## config.mk

```make
export PLATFORM = sky130hd
export DESIGN_NAME = astx_transmitter
export DESIGN_NICKNAME = d
export VERILOG_FILES = /design/src/astx_pkg.sv /design/src/astx_transmitter.sv
export VERILOG_INCLUDE_DIRS = /design/src
export SDC_FILE = /design/constraint.sdc
export NUM_CORES = 1
export LEC_CHECK = 0
export BUFFER_PORTS_ARGS = -buffer_cell sky130_fd_sc_hd__buf_2
export CAP_MARGIN = 15
export CORE_UTILIZATION = 50
export DETAILED_ROUTE_END_ITERATION = 12
export PLACE_DENSITY = 0.63
export RECOVER_POWER = 25
export SKIP_CTS_REPAIR_TIMING = 1
export SLEW_MARGIN = 30
export SYNTH_ARGS = -nofsm -noshare
export SYNTH_HDL_FRONTEND = slang
export SYNTH_SLANG_ARGS = --single-unit
```

## constraint.sdc

```tcl
create_clock -name i_clk -period 2.5 [get_ports i_clk]
set_clock_uncertainty 0.05 [all_clocks]
set_input_delay 0.375 -clock i_clk [delete_from_list [all_inputs] [get_ports i_clk]]
set_output_delay 0.375 -clock i_clk [all_outputs]
set_load 0.01 [all_outputs]
```

## src/astx_consts.svh

```systemverilog
// Constants for the asynchronous serial transmitter: offsets, fields, resets, timing.
// Assumes inclusion by bare name from the package and the design file.
`ifndef ASTX_CONSTS_SVH
`define ASTX_CONSTS_SVH

// Register indices on the plain register port (4-bit address).
`define ASTX_ADDR_BAUD_CONTROL     4'h0
`define ASTX_ADDR_INTERRUPT_CTRL   4'h1
`define ASTX_ADDR_PERIPH_IRQ_EN1   4'h2
`define ASTX_ADDR_PERIPH_IRQ_FLG1  4'h3
`define ASTX_ADDR_RECV_STAT_CTRL   4'h4
`define ASTX_ADDR_BAUD_DIV_LOW     4'h5
`define ASTX_ADDR_BAUD_DIV_HIGH    4'h6
`define ASTX_ADDR_TX_HOLD_BUF      4'h7
`define ASTX_ADDR_TX_STAT_CTRL     4'h8

// Field positions.
`define ASTX_BIT_WIDE_DIV          3
`define ASTX_BIT_GLOBAL_IE         7
`define ASTX_BIT_PERIPH_IE         6
`define ASTX_BIT_TX_IRQ_EN         4
`define ASTX_BIT_TX_FLAG           4
`define ASTX_BIT_PORT_EN           7
`define ASTX_BIT_NINE_SEL          6
`define ASTX_BIT_TX_EN             5
`define ASTX_BIT_SYNC_MODE         4
`define ASTX_BIT_HIGH_SPEED        2
`define ASTX_BIT_SHIFT_EMPTY       1
`define ASTX_BIT_NINTH_DATA        0

// Reset values.
`define ASTX_RESET_BYTE            8'h00
`define ASTX_TXSTAT_RESET          8'h02

// Timing: clock period in ns and one instruction cycle (four clocks).
`define ASTX_CLK_PERIOD_NS         20
`define ASTX_TCY_NS                80
`define ASTX_TCY_CLKS              ((`ASTX_TCY_NS + `ASTX_CLK_PERIOD_NS - 1) / `ASTX_CLK_PERIOD_NS)
// Flag update settles within two instruction cycles of a buffer write.
`define ASTX_FLAG_SETTLE_CLKS      (2 * `ASTX_TCY_CLKS)
// Frame bits: start + up to nine data + stop.
`define ASTX_FRAME_BITS_8          10
`define ASTX_FRAME_BITS_9          11

`endif

```

## src/astx_pkg.sv

```systemverilog
// Types shared by the asynchronous serial transmitter.
// Assumes the constants header is on the include path.
`include "astx_consts.svh"
package astx_pkg;
   // Transmitter sequencing states, one-hot.
   typedef enum logic [2:0] {
      ASTX_IDLE  = 3'b001,
      ASTX_SHIFT = 3'b010,
      ASTX_GAP   = 3'b100
   } astx_state_e;

   // Plain register port request.
   typedef struct packed {
      logic [3:0] addr;
      logic [7:0] wdata;
      logic       wr;
      logic       rd;
   } astx_req_s;
endpackage : astx_pkg

```

## src/astx_transmitter.sv

```systemverilog
// Asynchronous serial transmitter with holding buffer, shifter and baud divider.
// Assumes a 50 MHz clock, synchronous active-high reset and a one-cycle register port.
//
// The implementer's own choices: the register offsets and strobed register access.
`timescale 1ns/10ps
`default_nettype none
`include "astx_consts.svh"

// ************************************************************
// Overview of operation.
// ************************************************************
// Software fills the one-deep holding buffer through the register port.
// When the shifter is idle, a written character goes straight into the
// frame shift register in the same cycle. Otherwise it waits in the
// holding buffer until the stop bit of the current frame has gone out.
//
// After every frame the sequencer spends one instruction cycle in a gap
// state with the line high. A queued character is loaded at the end of
// that gap. The gap is the only spacing between back-to-back frames.
//
// The frame register holds the start bit, the data bits, the optional
// ninth bit and the stop bit. It shifts right, so bit 0 drives the line
// while shifting. Ones are shifted in from the top, so a late tick can only ever
// put the idle level on the line and never a false start bit.
//
// The baud generator runs only while a frame is being shifted. Between
// frames it is preloaded with a full period, so that every bit, the start
// bit included, lasts the programmed number of clocks.
//
// The buffer empty flag is a registered copy of the buffer state. It
// trails a buffer write by two clocks, well inside the two instruction
// cycles that software must wait before trusting it.
//
// Limitations that a user must know:
// - Receiver, break, auto-baud and synchronous modes are not present;
//   their control bits are stored, but only the sync mode bit has an effect here.
// - The sync mode bit only blocks transmission; it does not turn the
//   serial pin into a clock.
// - Clearing the port enable or transmit enable mid-frame cuts the frame
//   short. A remote receiver sees a broken character, which is the price
//   of making the disable take effect at once.
// - A buffer write while the transmitter is disabled is dropped.
// - Control bits that change while a frame is in flight take effect for
//   the next frame only where they are sampled at load time; the baud
//   divisor, however, is read on every tick.
//
// Register map, one byte per index on the plain register port:
//   0 baud control, 1 interrupt control, 2 peripheral irq enables,
//   3 peripheral irq flags, 4 receive status and control,
//   5 and 6 baud divisor low and high, 7 holding buffer (write only),
//   8 transmit status and control.

module astx_transmitter
   import astx_pkg::*;
(
   input  wire logic       i_clk,          // System clock, 50 MHz.
   input  wire logic       i_reset,        // Synchronous reset, active high.
   input  wire astx_req_s  i_req,          // Register port request.
   output logic      [7:0] o_rdata,        // Read data, cycle after the read strobe.
   output logic            o_tx_out,       // Serial output pin level.
   output logic            o_tx_oe,        // Serial output pin enable.
   output logic            o_irq           // Transmit interrupt request.
);

   // ************************************************************
   // Registers written by software.
   // ************************************************************
   logic [7:0] baud_ctrl_q;     // Baud control byte.
   logic [7:0] int_ctrl_q;      // Global and peripheral enables.
   logic [7:0] peripheral_irq_enable_1_q;          // Peripheral interrupt enables.
   logic [7:0] receive_status_control_q;         // Receive status/control (port enable here).
   logic [7:0] div_lo_q;        // Baud divisor low.
   logic [7:0] div_hi_q;        // Baud divisor high.
   logic [7:0] transmit_status_control_q;         // Transmit control, writable bits only.
   logic [7:0] rdata_q;         // Registered read data.

   // Decoded writes.
   wire wr_bc  = i_req.wr && (i_req.addr == `ASTX_ADDR_BAUD_CONTROL);
   wire wr_ic  = i_req.wr && (i_req.addr == `ASTX_ADDR_INTERRUPT_CTRL);
   wire wr_pie = i_req.wr && (i_req.addr == `ASTX_ADDR_PERIPH_IRQ_EN1);
   wire wr_rc  = i_req.wr && (i_req.addr == `ASTX_ADDR_RECV_STAT_CTRL);
   wire wr_lo  = i_req.wr && (i_req.addr == `ASTX_ADDR_BAUD_DIV_LOW);
   wire wr_hi  = i_req.wr && (i_req.addr == `ASTX_ADDR_BAUD_DIV_HIGH);
   wire wr_buf = i_req.wr && (i_req.addr == `ASTX_ADDR_TX_HOLD_BUF);
   wire wr_ts  = i_req.wr && (i_req.addr == `ASTX_ADDR_TX_STAT_CTRL);

   // Control bits.
   wire port_en   = receive_status_control_q[`ASTX_BIT_PORT_EN];
   wire tx_en     = transmit_status_control_q[`ASTX_BIT_TX_EN];
   wire sync_mode = transmit_status_control_q[`ASTX_BIT_SYNC_MODE];
   wire nine_sel  = transmit_status_control_q[`ASTX_BIT_NINE_SEL];
   wire ninth_bit = transmit_status_control_q[`ASTX_BIT_NINTH_DATA];
   wire wide_div  = baud_ctrl_q[`ASTX_BIT_WIDE_DIV];
   wire high_spd  = transmit_status_control_q[`ASTX_BIT_HIGH_SPEED];
   wire active    = tx_en && !sync_mode && port_en;

   // Control register write process; the flag bit in the flags register is not stored,
   // so a software write can neither set nor clear it.
   always_ff @(posedge i_clk) begin
      if (i_reset) begin
         baud_ctrl_q <= `ASTX_RESET_BYTE;
         int_ctrl_q  <= `ASTX_RESET_BYTE;
         peripheral_irq_enable_1_q      <= `ASTX_RESET_BYTE;
         receive_status_control_q     <= `ASTX_RESET_BYTE;
         div_lo_q    <= `ASTX_RESET_BYTE;
         div_hi_q    <= `ASTX_RESET_BYTE;
         transmit_status_control_q     <= `ASTX_RESET_BYTE;
      end else begin
         if (wr_bc)  baud_ctrl_q <= i_req.wdata;
         if (wr_ic)  int_ctrl_q  <= i_req.wdata;
         if (wr_pie) peripheral_irq_enable_1_q      <= i_req.wdata;
         if (wr_rc)  receive_status_control_q     <= i_req.wdata;
         if (wr_lo)  div_lo_q    <= i_req.wdata;
         if (wr_hi)  div_hi_q    <= i_req.wdata;
         // Status bit position is masked off; it is hardware-owned.
         if (wr_ts)  transmit_status_control_q     <= i_req.wdata & 8'hFD;
      end
   end

   // ************************************************************
   // Baud rate generator.
   // ************************************************************
   // Divisor is 8-bit or 16-bit; the prescale of 16, 4 or 1 follows the
   // high-speed and wide-divisor selections. Bit period = prescale*(div+1).
   wire [15:0] divisor = wide_div ? {div_hi_q, div_lo_q} : {8'h00, div_lo_q};
   wire [5:0]  prescale = (wide_div && high_spd) ? 6'h01 :
                          (wide_div || high_spd) ? 6'h04 : 6'h10;
   logic [15:0] div_cnt_q;      // Counts down divisor reloads.
   logic [5:0]  pre_cnt_q;      // Counts prescale clocks.
   wire pre_tick  = (pre_cnt_q == 6'h00);
   wire baud_tick = pre_tick && (div_cnt_q == 16'h0000);

   // The generator is held in restart whenever the shifter is not sending so
   // that the first bit of a frame gets a full period.
   logic shifting;
   always_ff @(posedge i_clk) begin
      if (i_reset) begin
         pre_cnt_q <= 6'h00;
         div_cnt_q <= 16'h0000;
      end else if (!shifting) begin
         // Preload a full period; a zero here would cut the start bit to one clock.
         pre_cnt_q <= prescale - 6'h01;
         div_cnt_q <= divisor;
      end else if (pre_tick) begin
         pre_cnt_q <= prescale - 6'h01;
         div_cnt_q <= baud_tick ? divisor : div_cnt_q - 16'h0001;
      end else begin
         pre_cnt_q <= pre_cnt_q - 6'h01;
      end
   end

   // ************************************************************
   // Holding buffer and shifter sequencing.
   // ************************************************************
   astx_state_e state_q;        // Sequencer state.
   logic [8:0]  hold_q;         // Holding buffer with captured ninth bit.
   logic        hold_full_q;    // A character waits in the holding buffer.
   logic [10:0] shreg_q;        // Frame shift register, not software visible.
   logic [3:0]  bits_left_q;    // Bits remaining in the frame.
   logic [1:0]  gap_cnt_q;      // One instruction cycle after stop.

   assign shifting = (state_q == ASTX_SHIFT);
   wire   idle_ld  = (state_q == ASTX_IDLE);
   wire   last_bit = shifting && baud_tick && (bits_left_q == 4'h1);
   wire   gap_done = (state_q == ASTX_GAP) && (gap_cnt_q == 2'h0);
   // A written character goes straight in when idle; else queued.
   wire   load_now = active && wr_buf && idle_ld && !hold_full_q;
   wire   load_q   = active && hold_full_q && (idle_ld || gap_done);
   wire   load     = load_now || load_q;
   // Character captured with the ninth bit stored at write time.
   wire [8:0] wchar = {ninth_bit, i_req.wdata};
   wire [8:0] lchar = load_now ? wchar : hold_q;
   // Frame: stop, [ninth], data LSB first, start (low).
   wire [10:0] frame = nine_sel ? {1'b1, lchar, 1'b0} :
                                  {2'b11, lchar[7:0], 1'b0};
   // In nine-bit mode the ninth bit goes out just before the stop bit, so a
   // one there marks the character as an address for a listening receiver.

   // Sequencer process.
   always_ff @(posedge i_clk) begin
      if (i_reset || !active) begin
         // Disabling aborts the frame and drops the queued character.
         state_q     <= ASTX_IDLE;
         hold_full_q <= 1'b0;
         shreg_q     <= 11'h7FF;
         bits_left_q <= 4'h0;
         gap_cnt_q   <= 2'h0;
         hold_q      <= 9'h000;
      end else begin
         if (wr_buf && !load_now) begin
            hold_q      <= wchar;
            hold_full_q <= 1'b1;
         end else if (load_q) begin
            hold_full_q <= 1'b0;
         end
         case (state_q)
            ASTX_IDLE: begin
               if (load) begin
                  state_q     <= ASTX_SHIFT;
                  shreg_q     <= frame;
                  bits_left_q <= nine_sel ? 4'(`ASTX_FRAME_BITS_9)
                                          : 4'(`ASTX_FRAME_BITS_8);
               end
            end
            ASTX_SHIFT: begin
               if (baud_tick) begin
                  shreg_q     <= {1'b1, shreg_q[10:1]};
                  bits_left_q <= bits_left_q - 4'h1;
                  if (last_bit) begin
                     state_q   <= ASTX_GAP;
                     gap_cnt_q <= 2'(`ASTX_TCY_CLKS - 1);
                  end
               end
            end
            ASTX_GAP: begin
               if (gap_done) begin
                  if (load) begin
                     state_q     <= ASTX_SHIFT;
                     shreg_q     <= frame;
                     bits_left_q <= nine_sel ? 4'(`ASTX_FRAME_BITS_9)
                                             : 4'(`ASTX_FRAME_BITS_8);
                  end else begin
                     state_q <= ASTX_IDLE;
                  end
               end else begin
                  gap_cnt_q <= gap_cnt_q - 2'h1;
               end
            end
            default: state_q <= ASTX_IDLE;
         endcase
      end
   end

   // The flag is a registered copy of the buffer state. It lags a buffer
   // write by two clocks, inside the two instruction cycles allowed for it.
   // It is never written by software, so no write path reaches it.
   logic tx_flag_q;             // Published buffer empty flag.
   always_ff @(posedge i_clk) begin
      if (i_reset) tx_flag_q <= 1'b0;
      else tx_flag_q <= active && !hold_full_q;
   end

   // ************************************************************
   // Outputs and read path.
   // ************************************************************
   wire shift_empty = !shifting;
   assign o_tx_out = shifting ? shreg_q[0] : 1'b1;
   assign o_tx_oe  = port_en;
   // Only the buffer flag and its enables form the request.
   assign o_irq = tx_flag_q && peripheral_irq_enable_1_q[`ASTX_BIT_TX_IRQ_EN] &&
                  int_ctrl_q[`ASTX_BIT_GLOBAL_IE] &&
                  int_ctrl_q[`ASTX_BIT_PERIPH_IE];

   // Read multiplexer; holding buffer and shifter read as zero.
   wire [7:0] flags_rd = {3'b000, tx_flag_q, 4'h0};
   wire [7:0] txs_rd   = transmit_status_control_q | {6'h00, shift_empty, 1'b0};
   wire [7:0] rd_mux =
      (i_req.addr == `ASTX_ADDR_BAUD_CONTROL)    ? baud_ctrl_q :
      (i_req.addr == `ASTX_ADDR_INTERRUPT_CTRL)  ? int_ctrl_q  :
      (i_req.addr == `ASTX_ADDR_PERIPH_IRQ_EN1)  ? peripheral_irq_enable_1_q      :
      (i_req.addr == `ASTX_ADDR_PERIPH_IRQ_FLG1) ? flags_rd    :
      (i_req.addr == `ASTX_ADDR_RECV_STAT_CTRL)  ? receive_status_control_q     :
      (i_req.addr == `ASTX_ADDR_BAUD_DIV_LOW)    ? div_lo_q    :
      (i_req.addr == `ASTX_ADDR_BAUD_DIV_HIGH)   ? div_hi_q    :
      (i_req.addr == `ASTX_ADDR_TX_STAT_CTRL)    ? txs_rd      : 8'h00;

   // Read data is registered and stands only in the cycle after the strobe.
   always_ff @(posedge i_clk) begin
      if (i_reset) rdata_q <= 8'h00;
      else rdata_q <= i_req.rd ? rd_mux : 8'h00;
   end
   assign o_rdata = rdata_q;
endmodule : astx_transmitter
`default_nettype wire

```

==> summary.txt <==
Outcome
  • Status: finished, final reports clean

CTS
  • Clock Tree Root: clkbuf_8
  • Clock Tree Buf Depth: 2
  • Worst-skew pair later-pin latency: 0.53 ns
  • CTS tree: built
  • Clk sinks: 115
  • CTS Buf Count: 17
  • H-tree depth: 4
  • Clk pin slew, worst setup/hold paths: roughly 0.06 ns

Finish
  • Area growth syn-to-layout: 15.2%
  • Layout cell share with drive strength beyond 1: around 16%
  • Number of diodes: 0
  • Most frequent cells in the layout: dfxtp_1, nor2_1, mux2i_1
  • Layout Cells excl Fill: 798
  • Commonest non-fill, non-tap cell in the layout: dfxtp_1
  • Nets@finish: 668
  • Fin area: 6480 µm²

Setup path
  • R2R cell count: 5
  • WP data arrival: 2.73 ns
  • Cell depth of the worst setup path: 5
  • Slowest cell on the critical path: or4_4
  • CP bufs+invs: 0
  • Worst reg-to-reg setup slack: 0.14 ns
  • CP top delay family: simple AND/OR/NAND/NOR gates
  • Setup crit start kind: flop
  • CP required: 2.87 ns
  • Setup crit end kind: flop
  • Crit path cell chain: or4_4 > nor4_4 > nand3_2 > and2_4 > a221o_1
  • Critical Path Fanout Max: 12
  • Largest stage delay on the critical path: slightly above 0.6 ns
  • Crit Path Class: flop to flop

Drt
  • Pre-Repair DR Iteration Count: 5
  • Starting DRC count in detailed routing: just under 400
  • Post-route DRC: 0
  • Avg WL per Cell: 18.6 µm
  • Number of vias per cell: between 6 and 7
  • Via count: just under 5000
  • Antenna Nets Post-Route: 0
  • Final wirelength: 14.9 mm

GRT
  • Largest net degree at the start of global routing: 39
  • Tot GR Track Use: 27.4%
  • First-pass GRT wire length: 24.1 mm
  • GRT overflow: 0
  • Vias in the first global route: 4589
  • Antenna violations before repair: 0

Die
  • Core ar.: 10900 µm²
  • # IOs: 27
  • Starting density of the core: 51.7%
  • Die height: 108 µm
  • Die Wd: 108 µm
  • Die area: 11700 µm²
  • Row Count: 38

Pwr
  • Total power: approximately 4.5 mW
  • LEAKAGE: 2.66 nW
  • VDD IR max: 0.665 mV
  • PD cells: 702 nW/µm²

Job
  • Max_cap viols: 0

Synthesis
  • Synthesis-stage register bit count: 115
  • Post-Syn Nets: 647
  • Post-synth cell types: 74
  • Ys async rst share: 0%
  • Synth warn: 0
  • Gate Count Post-Synth: roughly 630
  • Synthesized cell area: 5630 µm²
  • Post-synthesis sequential area ratio: 40.9%
  • Main synth FF type: dfxtp_1
  • EDFF count, synth: 0
  • Syn avg cell area: 9.01 µm²

Placement
  • Hpwl dp: ~10 mm
  • Inst Count DP: about 770
  • Routability cong.: between 0.8 and 0.9
  • PortBufs: 26
  • Post-DP Area: between 5000 and 6000 µm²

STA
  • Achievable frequency: 0.423 GHz
  • Final setup TNS: 0 ns
  • Final Setup Violations: 0
  • Worst hold slack: a little under 0.2 ns
  • Worst slew pin tran: ~0.76 ns
  • Minimum clock period: around 2.4 ns
  • Final Hold Viols: 0
  • Fin crit share: 94.5%
  • Final Max Tran Viols: 0
  • RSZ-0062 raised after global routing: false
  • Slew margin rel.: between 40 and 50%

Hold path
  • Min-delay worst type: input pin to flop
  • Hold path cells: 3
-- flip-flops by register name (all words and copies together) (netlist names), named ones only --
signal / cells
baud_ctrl_q: 8
bits_left_q: 4
div_cnt_q: 16
div_hi_q: 8
div_lo_q: 8
gap_cnt_q: 2
hold_full_q: 1
hold_q: 9
int_ctrl_q: 8
o_rdata: 8
peripheral_irq_enable_1_q: 8
pre_cnt_q: 5
receive_status_control_q: 8
shreg_q: 10
state_q: 3
transmit_status_control_q: 7
tx_flag_q: 1
-- through the flow --
stage	util, %	worst slack (ns)
floorplan	-	0.253
global placement	54.3	0.173
detailed placement	54.3	0.0929
CTS	59.8	0.0688
global route	59.6	0.00313
finish	59.6	0.136
-- Yosys cell counts (all sizes together) (2+ instances only) --
library cell  count  share of area (%)
o211a             5               0.89
ha                6                1.3
a21oi            22                2.0
o2111ai           3               0.47
nor2             89                5.9
nor2b            12                1.3
a22oi            14                1.9
nand4             6               0.67
o21ai            23                2.0
o21bai            3               0.40
or3               6               0.67
or3b              3               0.47
or2               3               0.33
a211oi            2               0.27
clkbuf           35                2.3
o22ai            15                1.7
nand3            10               0.98
or4               7                1.1
o21a              3               0.40
inv              18                1.2
o221ai            2               0.31
buf              16                1.7
dfxtp           115                 41
a2bb2oi           7                1.1
a221oi            2               0.42
mux2i            73                 13
xnor2             2               0.31
nand4b            2               0.31
or4b              2               0.42
a2111oi           2               0.64
xor2              4               0.62
nand2            28                1.9
nor3b             7                1.1
o311ai            3               0.47
mux2              9                1.8
nand2b            6               0.67
a31oi            17                1.9
nand3b            2               0.33
and2              3               0.38
nor3             14                1.2
nor4              5                1.1
a32o              3               0.53
-- final cells by class --
| type | count | area, µm² |
|---|---|---|
| clock buffer | 21 | 469 |
| clock inverter | 10 | 130 |
| fill | 968 | 4400 |
| inverter | 18 | 67.6 |
| multi-input combinational | 441 | 3030 |
| sequential | 115 | 2300 |
| tap | 140 | 175 |
| timing repair buffer | 53 | 307 |
-- logic make-up after synthesis --
| family | Yosys count | share of synthesized area [%] |
|---|---|---|
| xor gates and xnor gates | 6 | 0.934 |
| AOI/OAI and AO/OA | 138 | 17.4 |
| adders and majority gates | 6 | 1.33 |
| DFF | 115 | 40.9 |
| buffers and inverters | 69 | 5.20 |
| muxes | 82 | 14.8 |
| and+or+nand+nor | 209 | 19.5 |
-- layer usage --
layer / vias up / wire [µm] / track usage (%)
li1: 2314 / - / -
met1: 2360 / 7030 / 37.5
met2: 138 / 6800 / 41.2
met3: 20 / 763 / 6.09
met4: 0 / 256 / 12.0
met5: - / 0 / 0
-- where the power goes --
group          switching (mW)  internal, mW
registers              0.0144          1.85
logic                   0.150        0.0777
clock network           0.848          1.61
total                    1.01          3.54
-- final timing paths --
| check | endpoint | from |
|---|---|---|
| min | transmit_status_control_q[4] | i_req[6] |
| max reg2reg | shreg_q[0] | div_cnt_q[7] |
| max | shreg_q[0] | div_cnt_q[7] |
| min reg2reg | pre_cnt_q[0] | pre_cnt_q[0] |
-- worst reg2reg max path, delay by kind of cell (launching register included) --
| kind | cells | cell delay (ns) |
|---|---|---|
| compound gates | 1 | 0.29 |
| flops | 1 | 0.39 |
| simple gates | 4 | 1.53 |
No activity file was read; power rests on OpenSTA's default activity.
